$ cat config.mk
export PLATFORM = sky130hd
export DESIGN_NAME = flash_spi_front
export DESIGN_NICKNAME = d
export VERILOG_FILES = /design/src/pkg/flash_if_pkg.sv /design/src/verilog/flash_spi_front.sv
export SDC_FILE = /design/constraint.sdc
export NUM_CORES = 1
export LEC_CHECK = 0
export BUFFER_PORTS_ARGS = -buffer_cell sky130_fd_sc_hd__buf_2
export CORE_ASPECT_RATIO = 1.4
export CORE_MARGIN = 2
export CORE_UTILIZATION = 61
export CTS_CLUSTER_SIZE = 14
export DETAILED_ROUTE_END_ITERATION = 8
export PLACE_DENSITY = 0.84
export RECOVER_POWER = 25
export SLEW_MARGIN = 20
export SYNTH_ARGS = -nofsm -noshare
export SYNTH_HDL_FRONTEND = slang
export SYNTH_SLANG_ARGS = --single-unit
$ cat constraint.sdc
create_clock -name MCLK -period 4.8 [get_ports MCLK]
set_clock_uncertainty 0.15 [all_clocks]
set_input_delay 0 -clock MCLK [delete_from_list [all_inputs] [get_ports MCLK]]
set_output_delay 0 -clock MCLK [all_outputs]
set_load 0.05 [all_outputs]
$ cat src/pkg/flash_if_pkg.sv
/*
 * Shared constants and carrier types for the serial flash front end.
 * Assumes a single system clock that oversamples the serial link.
 */
package flash_if_pkg;
   // ***********************************************
   // Memory geometry
   // ***********************************************
   localparam int SECTORS      = 4;
   localparam int PAGES_PER_SEC = 128;
   localparam int PAGE_BYTES   = 256;
   localparam int ADDR_W       = 17;
   localparam int PAGE_W       = 8;
   localparam int SECTOR_LSB   = 15;
   localparam int BYTE_BITS    = 8;
   localparam logic [2:0] BIT_LAST = 3'h7;
   localparam logic [1:0] GUARD_RST = 2'h0;

   // ***********************************************
   // Carrier types
   // ***********************************************
   // Decoded byte handed to the command layer
   typedef struct packed {
      logic       valid;
      logic       first;
      logic [7:0] data;
   } rx_byte_s;

   // Erase/program request to the array sequencer
   typedef struct packed {
      logic              prog;
      logic              erase_sec;
      logic              erase_all;
      logic [ADDR_W-1:0] addr;
   } op_req_s;

   typedef enum logic [2:0] {
      ST_IDLE  = 3'b001,
      ST_XFER  = 3'b010,
      ST_PAUSE = 3'b100
   } link_state_e;
endpackage : flash_if_pkg

$ cat src/verilog/flash_spi_front.sv
/*
 * Serial link front end of a small serial flash: edge detection,
 * bit shifting, select/pause handling, standby and array operation requests.
 * Assumes all link pins are asynchronous to MCLK and the link clock
 * runs well below a quarter of MCLK.
 */
`timescale 1ns/1ps
`default_nettype none
module flash_spi_front #(
   parameter int SYNC_STAGES = 2
) (
   input  wire logic                              MCLK,
   input  wire logic                              NRST,
   input  wire logic                              SCLK,
   input  wire logic                              SEL_N,
   input  wire logic                              SDI,
   input  wire logic                              PAUSE_N,
   input  wire logic                              PROTECT_N,
   input  wire logic                              BUSY,
   input  wire logic [7:0]                        TX_DATA,
   input  wire logic [1:0]                        GUARD_WR_DATA,
   input  wire logic                              GUARD_WR,
   input  wire logic                              PROTECT_ENA,
   output logic                                   SDO,
   output logic                                   SDO_OE,
   output logic                                   STANDBY,
   output logic                                   ACTIVE,
   output logic                                   TX_LOAD,
   output flash_if_pkg::rx_byte_s                 RX_BYTE,
   output flash_if_pkg::op_req_s                  OP_REQ,
   output logic [1:0]                             GUARD
);
   // ***********************************************
   // Elaboration checks
   // ***********************************************
   if (SYNC_STAGES != 2) begin : g_bad
      $error("SYNC_STAGES must be 2");
   end

   // ***********************************************
   // Pin synchronisers
   // ***********************************************
   // Two stages per pin; only stage two is read by logic
   // No reset here: a pin held low through reset must never look like
   // a fresh edge once reset lifts, so the stages track the pins always
   logic [4:0] meta_ff;
   logic [4:0] sync_ff;
   logic [4:0] pins;
   assign pins = {SCLK, SEL_N, SDI, PAUSE_N, PROTECT_N};
   genvar gi;
   for (gi = 0; gi < 5; gi++) begin : g_sync
      always_ff @(posedge MCLK) begin
         meta_ff[gi] <= pins[gi];
         sync_ff[gi] <= meta_ff[gi];
      end
   end
   wire sclk_s    = sync_ff[4];
   wire sel_n_s   = sync_ff[3];
   wire sdi_s     = sync_ff[2];
   wire pause_n_s = sync_ff[1];
   wire prot_n_s  = sync_ff[0];

   // ***********************************************
   // Edge detection
   // ***********************************************
   logic sclk_d_ff;
   logic sel_d_ff;
   // Delayed copies follow the pins through reset, so no false edge after it
   always_ff @(posedge MCLK) begin
      sclk_d_ff <= sclk_s;
      sel_d_ff  <= sel_n_s;
   end
   // idle level agnostic
   // Edges only count inside a frame, so idle high or low is fine
   wire sclk_rise = sclk_s & ~sclk_d_ff;
   wire sclk_fall = ~sclk_s & sclk_d_ff;
   wire sel_fall  = ~sel_n_s & sel_d_ff;
   wire sel_rise  = sel_n_s & ~sel_d_ff;

   // ***********************************************
   // Link state
   // ***********************************************
   flash_if_pkg::link_state_e state_ff;
   flash_if_pkg::link_state_e nxt_state;
   logic armed_ff;
   logic nxt_armed;
   // arm on select fall
   // Power-up select level is never trusted; only a falling edge arms
   assign nxt_armed = armed_ff | sel_fall;
   always_ff @(posedge MCLK) begin
      if (!NRST) begin
         armed_ff <= 1'b0;
      end else begin
         armed_ff <= nxt_armed;
      end
   end

   wire pause_req  = ~pause_n_s & ~sel_n_s;
   wire pause_go   = pause_req & ~sclk_s;
   wire pause_end  = pause_n_s & ~sclk_s;
   wire frame_ok   = ~sel_n_s & armed_ff;

   always_comb begin
      nxt_state = state_ff;
      unique case (state_ff)
         flash_if_pkg::ST_IDLE: begin
            if (sel_fall) begin
               nxt_state = flash_if_pkg::ST_XFER;
            end
         end
         flash_if_pkg::ST_XFER: begin
            if (sel_n_s) begin
               nxt_state = flash_if_pkg::ST_IDLE;
            end else if (pause_go) begin
               nxt_state = flash_if_pkg::ST_PAUSE;
            end
         end
         flash_if_pkg::ST_PAUSE: begin
            if (sel_n_s) begin
               nxt_state = flash_if_pkg::ST_IDLE;
            end else if (pause_end) begin
               nxt_state = flash_if_pkg::ST_XFER;
            end
         end
         default: nxt_state = flash_if_pkg::ST_IDLE;
      endcase
   end
   always_ff @(posedge MCLK) begin
      if (!NRST) begin
         state_ff <= flash_if_pkg::ST_IDLE;
      end else begin
         state_ff <= nxt_state;
      end
   end
   wire in_xfer = (state_ff == flash_if_pkg::ST_XFER) & frame_ok;

   // ***********************************************
   // Bit shifting
   // ***********************************************
   logic [2:0] bit_ff;
   logic [6:0] sh_ff;
   logic       first_ff;
   logic [7:0] tx_ff;
   wire take_bit = in_xfer & sclk_rise;
   wire byte_end = take_bit & (bit_ff == flash_if_pkg::BIT_LAST);
   wire drive_bit = in_xfer & sclk_fall;
   wire restart = (state_ff == flash_if_pkg::ST_IDLE);
   always_ff @(posedge MCLK) begin
      if (!NRST) begin
         bit_ff   <= 3'h0;
         sh_ff    <= 7'h00;
         first_ff <= 1'b1;
      end else if (restart) begin
         bit_ff   <= 3'h0;
         first_ff <= 1'b1;
      end else if (take_bit) begin
         sh_ff  <= {sh_ff[5:0], sdi_s};
         bit_ff <= bit_ff + 3'h1;
         if (byte_end) begin
            first_ff <= 1'b0;
         end
      end
   end

   always_ff @(posedge MCLK) begin
      if (!NRST) begin
         RX_BYTE <= '0;
      end else begin
         RX_BYTE.valid <= byte_end;
         RX_BYTE.first <= byte_end & first_ff;
         if (byte_end) begin
            RX_BYTE.data <= {sh_ff, sdi_s};
         end
      end
   end

   // launch on falling edge
   // Byte reload happens on the fall that ends the previous byte
   wire reload = drive_bit & (bit_ff == 3'h0);
   always_ff @(posedge MCLK) begin
      if (!NRST) begin
         tx_ff   <= 8'hFF;
         SDO     <= 1'b0;
         TX_LOAD <= 1'b0;
      end else begin
         TX_LOAD <= reload;
         if (reload) begin
            tx_ff <= {TX_DATA[6:0], 1'b0};
            SDO   <= TX_DATA[7];
         end else if (drive_bit) begin
            tx_ff <= {tx_ff[6:0], 1'b0};
            SDO   <= tx_ff[7];
         end
      end
   end

   always_ff @(posedge MCLK) begin
      if (!NRST) begin
         SDO_OE <= 1'b0;
      end else begin
         SDO_OE <= (nxt_state == flash_if_pkg::ST_XFER) & ~sel_n_s & armed_ff;
      end
   end

   // ***********************************************
   // Power mode
   // ***********************************************
   // standby unless selected or busy
   always_ff @(posedge MCLK) begin
      if (!NRST) begin
         ACTIVE  <= 1'b0;
         STANDBY <= 1'b1;
      end else begin
         ACTIVE  <= ~sel_n_s | BUSY;
         STANDBY <= sel_n_s & ~BUSY;
      end
   end

   // ***********************************************
   // Block guard bits
   // ***********************************************
   // protect pin freezes guard
   wire guard_lock = PROTECT_ENA & ~prot_n_s;
   always_ff @(posedge MCLK) begin
      if (!NRST) begin
         GUARD <= flash_if_pkg::GUARD_RST;
      end else if (GUARD_WR & ~guard_lock) begin
         GUARD <= GUARD_WR_DATA;
      end
   end

   // ***********************************************
   // Array operation requests
   // ***********************************************
   // Byte index: 1 after command, 4 once three address bytes are in
   logic [2:0]                     idx_ff;
   logic [7:0]                     cmd_ff;
   logic [flash_if_pkg::ADDR_W-1:0] adr_ff;
   logic [8:0]                     cnt_ff;
   always_ff @(posedge MCLK) begin
      if (!NRST) begin
         idx_ff <= 3'h0;
         cmd_ff <= 8'h00;
         adr_ff <= '0;
         cnt_ff <= 9'h000;
      end else if (restart) begin
         idx_ff <= 3'h0;
         cnt_ff <= 9'h000;
      end else if (RX_BYTE.valid) begin
         if (RX_BYTE.first) begin
            idx_ff <= 3'h1;
         end else if (idx_ff != 3'h4) begin
            idx_ff <= idx_ff + 3'h1;
         end
         if (RX_BYTE.first) begin
            cmd_ff <= RX_BYTE.data;
         end else if (idx_ff != 3'h4) begin
            adr_ff <= {adr_ff[flash_if_pkg::ADDR_W-9:0], RX_BYTE.data};
         end else if (cnt_ff != 9'(flash_if_pkg::PAGE_BYTES)) begin
            cnt_ff <= cnt_ff + 9'h001;
         end
      end
   end

   // Requests issue at deselect, when the byte count is known
   wire [7:0] cmd_prog = 8'h02;
   wire [7:0] cmd_sec  = 8'hD8;
   wire [7:0] cmd_all  = 8'hC7;
   wire whole = (bit_ff == 3'h0);
   always_ff @(posedge MCLK) begin
      if (!NRST) begin
         OP_REQ <= '0;
      end else begin
         OP_REQ.prog <= sel_rise & whole & (cmd_ff == cmd_prog) & (cnt_ff != 9'h000);
         OP_REQ.erase_sec <= sel_rise & whole & (cmd_ff == cmd_sec) & (idx_ff == 3'h4);
         OP_REQ.erase_all <= sel_rise & whole & (cmd_ff == cmd_all) & (idx_ff == 3'h1);
         if (sel_rise) begin
            OP_REQ.addr <= adr_ff;
         end
      end
   end
endmodule : flash_spi_front
`default_nettype wire

==> key figures, run 1 <==
GRT
  – Initial antenna violation count: 0
  – First-pass GRT wire length: 13000 um
  – Total GRT Usage: 0.219
  – Grt total ovfl: 0
  – Pin count of the biggest net entering global routing: 84
  – Vias in the first global route: between 2k and 3k

Worst setup path
  – CP Class: flop to flop
  – Slowest CP cell: dfxtp_1
  – R2R Setup Slk: approximately 2500 ps
  – Buf/Inv on CP: 1
  – Worst-path cell chain: or3b_2 -> nand4b_1 -> buf_8 -> mux2i_1 -> nor2b_1
  – Worst-path maximum fanout: 12
  – Kind of cell adding the most delay to the critical path: simple AND/OR/NAND/NOR gates
  – Worst R2R Path Depth: 5
  – Worst EP arrival: 2380 ps
  – Worst endpoint required time: just under 5000 ps
  – CP endpoint kind: flop
  – Max incr delay on CP: between 500 and 600 ps
  – Crit path launch type: flop
  – Worst reg2reg startpoint: state_ff[0]
  – Worst r2r dst: adr_ff[8]

STA
  – Period utilization: 0.473
  – Final setup fails: 0
  – Max_slew headroom: 0.375
  – Final hold vios: 0
  – Worst hold slack: 123 ps
  – Unrepaired setup endpoints after global routing: false
  – Tightest Pin Transition: 932 ps
  – Setup Total Neg Slack: 0 ps
  – Max Fclk: roughly 440 MHz
  – Minimum clock period: between 2000 and 2500 ps
  – Final Max Slew Viols: 0

Synth
  – Most common cell in the netlist: dfxtp_1
  – EDFF count, synth: 0
  – Gate Count Post-Synth: 434
  – Synth cell types: 49
  – Mapped Area: around 0.0043 mm2
  – Syn Area/Cell: about 9.8 um2
  – Top_reg_cell synth: dfxtp_1
  – Post-synth top cells: dfxtp_1, nand2_1, mux2i_1, nor2b_1
  – Post-synthesis xor/xnor area fraction: 0.0184
  – Syn nets: roughly 460
  – Simple-gate area share of the yosys netlist: 0.207
  – Synth async-reset ratio: 0
  – Syn. warnings: 0
  – Mux share of post-synthesis cell area: 0.105
  – Yosys top cell by area: dfxtp_1
  – Largest family of logic cells by synthesized area: simple AND/OR/NAND/NOR gates
  – Dominant cells by area after synthesis: dfxtp_1, mux2i_1, nor2b_1, nand2_1, a21boi_0
  – Register area share after synthesis: 0.511
  – Post-synth top area share: 0.511
  – Seq cells post-synth: 109
  – Synth Area in Compound Gates: 0.0925
  – Adder-cell area share of the yosys netlist: 0.0234

Clock network
  – CTS root buffer: clkbuf_8
  – Clk buf depth: 2
  – CTS tree: done
  – Skew-Pair Late Insertion Delay: between 300 and 400 ps
  – Clk pin slew, worst setup/hold paths: around 90 ps
  – Post-CTS Resized: 0
  – CTS H-tree lvls: 3
  – CTS buffer count: 9
  – Clock Sink Count: 109

Run status
  – Status: finished, final reports clean

Cells and area
  – Non-Filler Instances: approximately 600
  – Net count, final: about 530
  – ANT cells: 0
  – Area Overhead vs Synth: 15.2%
  – Layout cells sized above 1: 0.125

Die
  – Starting Density: 0.620
  – Row cnt: 36
  – Die H: just over 100 um
  – Core ar.: about 0.007 mm2
  – Die ar.: about 0.0077 mm2
  – Num ports: 57
  – Die Width: between 70 and 80 um

Power and ir drop
  – Power Density: ~300 mW/mm2
  – Leak Pwr: 1.96 nW
  – Design Power: 1.49 mW
  – Peak VDD IR: ~260 uV

Place
  – Port Buffers: 56
  – Hpwl dp: 5400 um
  – Placed Cells incl. Taps: ~560
  – GP Congestion: between 0.8 and 0.9

Routing
  – DRT antenna net count: 0
  – Via-per-instance ratio: ~5.2
  – Router iterations before antenna repair: 4
  – DR WL/cell: ~13 um
  – Final wirelength: ~8000 um
  – Via count: around 3.1k
  – Starting DRC count in detailed routing: 185
  – DRC Markers: 0

Worst hold path
  – Hold Path Stages: 2
  – Hold_sp: SDI
  – Worst hold path class: input pin to flop
  – Hold path endpoint: meta_ff[2]

Job
  – Max cap viols: 0
==> worst max path at each step <==
stage                     start  depth (start not counted)         end
floorplan            RX_BYTE[9]                          4   cnt_ff[5]
detailed placement    idx_ff[0]                          6  adr_ff[16]
CTS                   idx_ff[0]                          6  adr_ff[16]
global route        state_ff[0]                          5   adr_ff[8]
finish              state_ff[0]                          5   adr_ff[8]
global placement    state_ff[0]                          4   adr_ff[1]
==> metal layers <==
metal / up-vias / track usage / wire [um]
met1: 1442 / 0.266 / 3460
met5: - / 0 / 0
met3: 14 / 0.0283 / 157
met4: 0 / 0.111 / 211
li1: 1598 / - / -
met2: 44 / 0.376 / 4170
==> area by class of cell <==
class                           count  area, um2
Clock buffer                       13        159
Clock inverter                      3       20.0
Fill cell                         551       1970
Inverter                           14       52.6
Multi-Input combinational cell    286       1920
Sequential cell                   109       2180
Tap cell                           95        119
Timing Repair Buffer               78        472
==> cells by family (layout without fill, tap and decap cells) <==
logic type | Yosys count | in the layout
AND/OR/NAND/NOR | 165 | 165
flip-flops | 109 | 109
AO/OA/AOI/OAI | 59 | 59
multiplexers | 45 | 45
buffers and inverters | 39 | 108
XOR/XNOR | 9 | 9
adder cells (fa/ha/maj) | 8 | 8
==> per-stage QoR <==
stage / instance area, um2 / setup slack [ps] / util
after floorplan: 4270 / 2770 / -
after detailed placement: 4580 / 2220 / 0.664
after CTS: 4930 / 2210 / 0.716
after global placement: 4570 / 2300 / 0.664
final: 4920 / 2530 / 0.714
after global routing: 4920 / 2390 / 0.714
==> power breakdown <==
| part | switching [mW] | internal, mW | leakage, nW | total (mW) |
|---|---|---|---|---|
| combinational | 0.0354 | 0.0326 | 0.988 | 0.0680 |
| clock | 0.289 | 0.217 | 0.0857 | 0.506 |
| sequential | 0.00725 | 0.912 | 0.884 | 0.920 |
| total | 0.332 | 1.16 | 1.96 | 1.49 |
==> state kept, by name, indices dropped and copies added, names as in the netlist, 2 cells and up <==
name	flops
bit_ff	3
idx_ff	3
cmd_ff	8
adr_ff	17
sh_ff	7
meta_ff	5
RX_BYTE	10
cnt_ff	9
state_ff	3
OP_REQ	20
tx_ff	8
GUARD	2
==> cells in the final DEF (no fill, tap or decap), types with 2 or more instances in the layout <==
master / Yosys / layout
dfxtp_1: 109 / 109
nand2_1: 58 / 58
mux2i_1: 45 / 45
nor2b_1: 39 / 38
buf_2: 3 / 35
clkbuf_1: 15 / 23
dlygate4sd3_1: 0 / 18
nor2_1: 17 / 17
a21boi_0: 17 / 17
nand3_1: 16 / 16
inv_1: 14 / 14
o21ai_0: 13 / 13
clkbuf_8: 0 / 11
a21oi_1: 8 / 8
xnor2_1: 8 / 8
o211ai_1: 8 / 8
ha_1: 8 / 8
nor4_1: 7 / 7
nand2b_1: 3 / 3
nor4b_1: 4 / 3
a211oi_1: 3 / 3
buf_4: 0 / 3
and3_1: 2 / 2
or2_2: 2 / 2
nand3b_1: 2 / 2
nand4b_1: 2 / 2
nand4_1: 2 / 2
clkinvlp_4: 0 / 2
==> worst reg2reg max path, delay by kind of cell, from the launching register on <==
family	cells	cell delay (ps)
buf+inv	1	240
mux	1	220
simple gates	3	1010
flops	1	560
==> timing repair <==
item,CTS,global route
setup buffers,0,0
hold buffers,18,0
setup endpoints to repair,0,0
hold endpoints to repair,17,0
No activity file was read; power rests on OpenSTA's default activity.
==> run 2: changes to the inputs <==
--- a/config.mk
+++ b/config.mk
@@ -8,10 +8,10 @@
 export BUFFER_PORTS_ARGS = -buffer_cell sky130_fd_sc_hd__buf_2
 export CORE_ASPECT_RATIO = 1.4
 export CORE_MARGIN = 2
-export CORE_UTILIZATION = 61
+export CORE_UTILIZATION = 51
 export CTS_CLUSTER_SIZE = 14
 export DETAILED_ROUTE_END_ITERATION = 8
-export PLACE_DENSITY = 0.84
+export PLACE_DENSITY = 0.75
 export RECOVER_POWER = 25
 export SLEW_MARGIN = 20
 export SYNTH_ARGS = -nofsm -noshare
==> constraint.sdc (replaced) <==
create_clock -name MCLK -period 1.89 [get_ports MCLK]
set_clock_uncertainty 0.15 [all_clocks]
set_input_delay 0 -clock MCLK [delete_from_list [all_inputs] [get_ports MCLK]]
set_output_delay 0 -clock MCLK [all_outputs]
set_load 0.05 [all_outputs]
==> run 2 against run 1 <==
Clock-buffer cell count shrank 2. Hold slack gained 15 ps. Wire length grew 7.8%. Largest power group unchanged. Clock power grew to 3.9 times the previous value. Largest cell class unchanged. Combinational power grew to 2.9 times the previous value. Die area grew 19%. Via count grew 3.8%. Cell area grew 6.8%. Global-route usage shrank 1.7 points.
==> key figures, run 2 (synthesized netlist as in run 1, its figures left out) <==
Die
  – Die Width: 81.4 um (+8.9%)
  – Die ar.: 0.00914 mm2 (+19%)
  – Die H: 112 um (+9.0%)
  – Num ports: 57 (unchanged)
  – Row cnt: 39 (+8.3%)
  – Starting Density: 0.524 (-0.0957)
  – Core ar.: 0.00815 mm2 (+18%)

Power and ir drop
  – Peak VDD IR: 533 uV (+110%)
  – Design Power: 4.49 mW (+200%)
  – Leak Pwr: 2.12 nW (+8.4%)
  – Int Pwr: 3.53 mW (+200%)
  – Power Density: 855 mW/mm2 (+180%)
  – Clk pwr share: 0.438 (+0.099)
  – Gate power share: 0.044 (-0.002)
  – Register share of total power: 0.519 (-0.097)
  – Net Sw Power: 968 uW (+190%)
  – Switching Fraction: 0.215 (-0.00665)

GRT
  – Total GRT Usage: 0.203 (-0.0165)
  – GR met2 Demand/Resource: 0.342 (-0.0337)
  – Vias in the first global route: 3141 (+8.8%)
  – Pin count of the biggest net entering global routing: 78 (-7.1%)
  – Initial antenna violation count: 0 (unchanged)
  – Grt total ovfl: 0 (unchanged)
  – Met1 usage: 0.230 (-0.0351)
  – Global routing's busiest layer: met2
  – Met3 Use GR: 0.0354 (+0.00702)
  – First-pass GRT wire length: 14300 um (+10%)

Place
  – Placed Cells incl. Taps: 587 (+4.3%)
  – Post-Place Cell Area: 0.00474 mm2 (+3.5%)
  – GP Congestion: 0.839 (-3.9%)
  – Hpwl dp: 5890 um (+9.1%)
  – Post-place setup slack: -58.3 ps (-2280 ps)
  – Port Buffers: 56 (unchanged)

Routing
  – Via-per-instance ratio: 5.15 (-0.52%)
  – DRT antenna net count: 0 (unchanged)
  – DR WL/cell: 13.8 um (+3.3%)
  – Starting DRC count in detailed routing: 125 (-32%)
  – Final wirelength: 8620 um (+7.8%)
  – Via count: 3216 (+3.8%)
  – Router iterations before antenna repair: 4 (unchanged)
  – DRC Markers: 0 (unchanged)

Worst hold path
  – Worst hold path class: input pin to flop
  – Hold_sp: PROTECT_N
  – Hold path endpoint: meta_ff[0]
  – Hold Path Stages: 2 (unchanged)

STA
  – Unrepaired setup endpoints after global routing: false
  – Fin worst setup slack: 58.0 ps (-2470 ps)
  – Final Max Slew Viols: 0 (unchanged)
  – Final setup fails: 0 (unchanged)
  – Max_slew headroom: 0.583 (+0.208)
  – Final hold vios: 0 (unchanged)
  – Period utilization: 0.969 (+0.496)
  – Minimum clock period: 1830 ps (-439 ps)
  – Tightest Pin Transition: 624 ps (-308 ps)
  – Worst hold slack: 138 ps (+14.7 ps)
  – Setup Total Neg Slack: 0 ps (unchanged)
  – Max Fclk: 546 MHz (+24%)

Worst setup path
  – Crit path launch type: flop
  – CP endpoint kind: flop
  – Worst r2r dst: cnt_ff[5]
  – Worst-path maximum fanout: 4 (-8)
  – CP Class: flop to flop
  – Worst R2R Path Depth: 6 (+1)
  – Worst EP arrival: 1910 ps (-470 ps)
  – Worst endpoint required time: 1970 ps (-2940 ps)
  – Worst reg2reg startpoint: idx_ff[0]
  – R2R Setup Slk: 60 ps (-2470 ps)

Clock network
  – CTS buffer count: 9 (unchanged)
  – CTS H-tree lvls: 3 (unchanged)
  – CTS root buffer: clkbuf_16
  – CTS tree: done
  – Clk pin slew, worst setup/hold paths: 70 ps (-20 ps)
  – Clk buf depth: 2 (unchanged)
  – Clock Sink Count: 109 (unchanged)
  – Skew-Pair Late Insertion Delay: 350 ps (about the same)

Cells and area
  – Fin area: 0.00526 mm2 (+6.8%)
  – Layout cells sized above 1: 0.165 (+0.0395)
  – Net count, final: 545 (+3.6%)
  – Top reg by flops: OP_REQ
  – Largest register FFs: 20 (unchanged)
  – Area Overhead vs Synth: 23.0%
  – Non-Filler Instances: 624 (+4.3%)
  – Commonest non-fill, non-tap cells in the layout: dfxtp_1, nand2_1, mux2i_1
  – Commonest non-fill, non-tap cell in the layout: dfxtp_1
  – Post-Route Utilization: 0.645 (-0.0692)
  – ANT cells: 0 (unchanged)
  – Largest regs: OP_REQ: 20 flops, adr_ff: 17 flops, RX_BYTE: 10 flops

Job
  – Max cap viols: 0 (unchanged)

Run status
  – Status: finished, final reports clean
## run 2: cell count changes in the layout (fill, tap and decap cells not counted), sizes merged
cell,before,now
clkinv,1,0
inv,14,17
dlygate4sd3,18,20
buf,39,55
clkbuf,34,33
bufinv,0,1
clkinvlp,2,1
## run 2: worst max path at each step
stage           startpoint        end  slack (ps)  depth (start not counted)
5_1_grt        state_ff[2]   sh_ff[6]           3                          6
6_report         idx_ff[0]  cnt_ff[5]          60                          6
4_1_cts        state_ff[2]   tx_ff[3]          50                          5
3_3_place_gp     cnt_ff[0]  cnt_ff[5]         110                          6
2_1_floorplan  state_ff[2]   tx_ff[7]          10                          7
3_5_place_dp     cnt_ff[0]  cnt_ff[5]         -60                          6
## run 2: final cells by class
cell class | count | area (um2)
well taps | 102 | 128
repair buffers | 97 | 636
fillers | 643 | 2890
flip-flops and latches | 109 | 2180
inverters | 14 | 52.6
clock buffers | 11 | 253
clock inverters | 5 | 63.8
multi-input cells | 286 | 1940
## run 2: timing repair
| action | CTS | global route |
|---|---|---|
| pin swaps | 0 | 1 |
| endpoints found under the hold margin | 24 | 0 |
| endpoints found under the setup margin | 3 | 11 |
| hold buffers | 20 | 0 |
| gates resized for setup | 1 | 5 |
| buffers inserted | 0 | 1 |
## run 2: per-layer routing
layer  vias up  part of all wire
met5         -                 0
met4         0             0.032
met3        21             0.032
met2        51              0.51
met1      1506              0.42
li1       1638                 -
## run 2: power groups by stage
stage | Clock (mW) | Sequential, mW | Combinational (mW)
floorplan | 0 | 2.40 | 0.0868
global placement | 0 | 2.38 | 0.159
detailed placement | 0 | 2.38 | 0.161
CTS | 2.01 | 2.33 | 0.195
global route | 2.08 | 2.33 | 0.211
finish | 1.97 | 2.33 | 0.196
## run 2: critical path, cell delays in order, from the launching register on
cell and delay, ps:
dfxtp_1 340, inv_1 90, ha_1 240, nand4b_1 180, a2111oi_1 490, xnor2_1 180
nor2_1 50
==> run 3: changes to the inputs <==
--- a/config.mk
+++ b/config.mk
@@ -5,6 +5,7 @@
 export SDC_FILE = /design/constraint.sdc
 export NUM_CORES = 1
 export LEC_CHECK = 0
+export ABC_AREA = 1
 export BUFFER_PORTS_ARGS = -buffer_cell sky130_fd_sc_hd__buf_2
 export CORE_ASPECT_RATIO = 1.4
 export CORE_MARGIN = 2
==> run 3 against run 2 <==
Synthesized cell count rose by 26%. Sequential cell count is the same. Largest cell class unchanged. Combinational power rose by 66%. Core utilization decreased by 1.7 points. Hold slack worse by 13 ps.
==> key figures, run 3 <==
Run status
  – Status: finished, final reports clean

Worst hold path
  – Worst hold path class: input pin to flop
  – Hold_sp: SDI
  – Hold Path Stages: 2 (unchanged)
  – Hold path endpoint: meta_ff[2]

Synth
  – Syn. warnings: 0 (unchanged)
  – Synth Area in Compound Gates: 0.116 (+0.0236)
  – Yosys top cell by area: dfxtp_1
  – Synth cell types: 30 (-39%)
  – Gate Count Post-Synth: 548 (+26%)
  – EDFF count, synth: 0 (unchanged)
  – Adder-cell area share of the yosys netlist: 0.0236 (+0.000166)
  – Dominant cells by area after synthesis: dfxtp_1, nand2_1, nor2_1, o21ai_0, a21oi_1
  – Syn Area/Cell: 7.74 um2 (-21%)
  – Largest family of logic cells by synthesized area: simple AND/OR/NAND/NOR gates
  – Most common cell in the netlist: dfxtp_1
  – Post-synthesis xor/xnor area fraction: 0.00619 (-0.0123)
  – Mux share of post-synthesis cell area: 0 (-0.105)
  – Seq cells post-synth: 109 (unchanged)
  – Post-synth top area share: 0.514 (+0.00361)
  – Top_reg_cell synth: dfxtp_1
  – Post-synth top cells: dfxtp_1, nand2_1, nor2_1, o21ai_0, inv_1
  – Register area share after synthesis: 0.514 (+0.00361)
  – Syn nets: 576 (+25%)
  – Synth async-reset ratio: 0 (unchanged)
  – Mapped Area: 0.00424 mm2 (-0.70%)
  – Simple-gate area share of the yosys netlist: 0.267 (+0.0598)

GRT
  – Met1 usage: 0.229 (-0.00184)
  – Pin count of the biggest net entering global routing: 43 (-45%)
  – Vias in the first global route: 3500 (+11%)
  – GR met2 Demand/Resource: 0.376 (+0.0337)
  – Grt total ovfl: 0 (unchanged)
  – Initial antenna violation count: 0 (unchanged)
  – First-pass GRT wire length: 14900 um (+4.2%)
  – Met3 Use GR: 0.0397 (+0.00434)
  – Total GRT Usage: 0.211 (+0.00815)
  – Global routing's busiest layer: met2

Die
  – Die H: 112 um (-0.34%)
  – Num ports: 57 (unchanged)
  – Core ar.: 0.00810 mm2 (-0.60%)
  – Starting Density: 0.524 (-0.000548)
  – Row cnt: 39 (unchanged)
  – Die ar.: 0.00908 mm2 (-0.68%)
  – Die Width: 81.1 um (-0.34%)

Place
  – GP Congestion: 0.814 (-2.9%)
  – Post-Place Cell Area: 0.00462 mm2 (-2.5%)
  – Hpwl dp: 6140 um (+4.1%)
  – Post-place setup slack: 135 ps (+193 ps)
  – Port Buffers: 56 (unchanged)

STA
  – Period utilization: 0.935 (-0.0347)
  – Setup Total Neg Slack: 0 ps (unchanged)
  – Final Max Slew Viols: 0 (unchanged)
  – Final hold vios: 0 (unchanged)
  – Minimum clock period: 1770 ps (-65.5 ps)
  – Max_slew headroom: 0.593 (+0.00962)
  – Unrepaired setup endpoints after global routing: false
  – Worst hold slack: 125 ps (-13.1 ps)
  – Tightest Pin Transition: 614 ps (-10.2 ps)
  – Final setup fails: 0 (unchanged)
  – Max Fclk: 566 MHz (+3.7%)
  – Fin worst setup slack: 124 ps (+65.5 ps)

Cells and area
  – Area Overhead vs Synth: 19.9%
  – Fin area: 0.00509 mm2 (-3.2%)
  – Largest regs: OP_REQ: 20 flops, adr_ff: 17 flops, RX_BYTE: 10 flops
  – Area used by multi-input combinational logic: 0.00175 mm2 (-9.7%)
  – Net count, final: 654 (+20%)
  – Seq. cell area: 0.00218 mm2 (about the same)
  – Commonest non-fill, non-tap cells in the layout: dfxtp_1, nand2_1, nor2_1
  – Layout cells sized above 1: 0.114 (-0.0506)
  – Commonest non-fill, non-tap cell in the layout: dfxtp_1
  – ANT cells: 0 (unchanged)
  – Fill cells: 738 (+15%)
  – Top reg by flops: OP_REQ
  – Largest register FFs: 20 (unchanged)

Worst setup path
  – Worst reg2reg startpoint: idx_ff[0]
  – Worst r2r dst: adr_ff[10]
  – Worst-path maximum fanout: 42 (+38)
  – Worst endpoint required time: 2030 ps (+60 ps)
  – CP endpoint kind: flop
  – Worst EP arrival: 1910 ps (about the same)
  – R2R Setup Slk: 200 ps (+140 ps)
  – Worst R2R Path Depth: 9 (+3)
  – CP Class: input pin to flop
  – Crit path launch type: input pin

Routing
  – Starting DRC count in detailed routing: 246 (+97%)
  – Via-per-instance ratio: 5.08 (-1.5%)
  – Via count: 3721 (+16%)
  – Router iterations before antenna repair: 4 (unchanged)
  – DRC Markers: 0 (unchanged)
  – DR WL/cell: 12.3 um (-11%)
  – Final wirelength: 9050 um (+4.9%)
  – DRT antenna net count: 0 (unchanged)

Clock network
  – Clk pin slew, worst setup/hold paths: 70 ps (about the same)
  – CTS tree: done
  – Clock Sink Count: 109 (unchanged)
  – Clk buf depth: 2 (unchanged)
  – CTS H-tree lvls: 3 (unchanged)
  – Setup bufs post-CTS: 0 (unchanged)
  – Skew-Pair Late Insertion Delay: 350 ps (about the same)
  – CTS root buffer: clkbuf_16
  – CTS buffer count: 9 (unchanged)

Power and ir drop
  – Leak Pwr: 2.30 nW (+8.5%)
  – Power Density: 879 mW/mm2 (+2.8%)
  – Peak VDD IR: 611 uV (+15%)

Job
  – Max cap viols: 0 (unchanged)
-- run 3: logic make-up (layout without fill, tap and decap cells) --
| family | count (synthesis) | in the layout |
|---|---|---|
| flops | 109 | 109 |
| buf+inv | 74 | 157 |
| simple gates | 257 | 257 |
| fa+ha+maj | 8 | 8 |
| compound gates | 97 | 97 |
| xor+xnor | 3 | 3 |
-- run 3: repair_timing --
| action | in CTS | in global routing |
|---|---|---|
| hold buffers | 21 | 0 |
| setup endpoints to repair | 0 | 10 |
| resized for setup | 0 | 4 |
| endpoints found under the hold margin | 22 | 0 |
-- run 3: layout make-up --
type,instances,area share
Clock inverter,6,0.0106
Sequential cell,109,0.429
Inverter,55,0.0411
Clock buffer,10,0.0450
Tap cell,102,0.0251
Multi-Input combinational cell,365,0.344
Timing Repair Buffer,86,0.105
-- run 3: metal layers --
metal	up-vias	wire, um
met1	1712	3670
met4	0	249
met2	76	4740
met3	16	384
li1	1917	-
met5	-	0
-- run 3: power breakdown --
group / switching, mW / internal [mW]
registers: 0.0246 / 2.34
clock network: 0.862 / 0.922
logic: 0.223 / 0.102
total: 1.11 / 3.36
-- run 3: worst max-delay path by stage --
stage,startpoint,end,slack [ps],cells past startpoint
4_1_cts,NRST,GUARD[0],60,6
2_1_floorplan,RX_BYTE[8],adr_ff[5],210,8
6_report,NRST,GUARD[1],120,6
3_3_place_gp,idx_ff[0],adr_ff[2],220,9
5_1_grt,idx_ff[0],adr_ff[10],10,9
3_5_place_dp,idx_ff[0],adr_ff[7],130,9
-- run 3: stage by stage --
| stage | total power, mW | std cells | util |
|---|---|---|---|
| finish | 4.47 | 733 | 0.628 |
| global route | 4.64 | 733 | 0.628 |
| CTS | 4.52 | 733 | 0.631 |
| detailed placement | 2.71 | 696 | 0.570 |
| global placement | 2.70 | 696 | 0.570 |
| floorplan | 2.63 | 548 | - |
-- run 3: critical path: stages --
cell and delay (ps):
dlygate4sd3_1 530, buf_2 310, buf_8 260, o21ai_0 130, dlygate4sd3_1 580, nor2_1 80
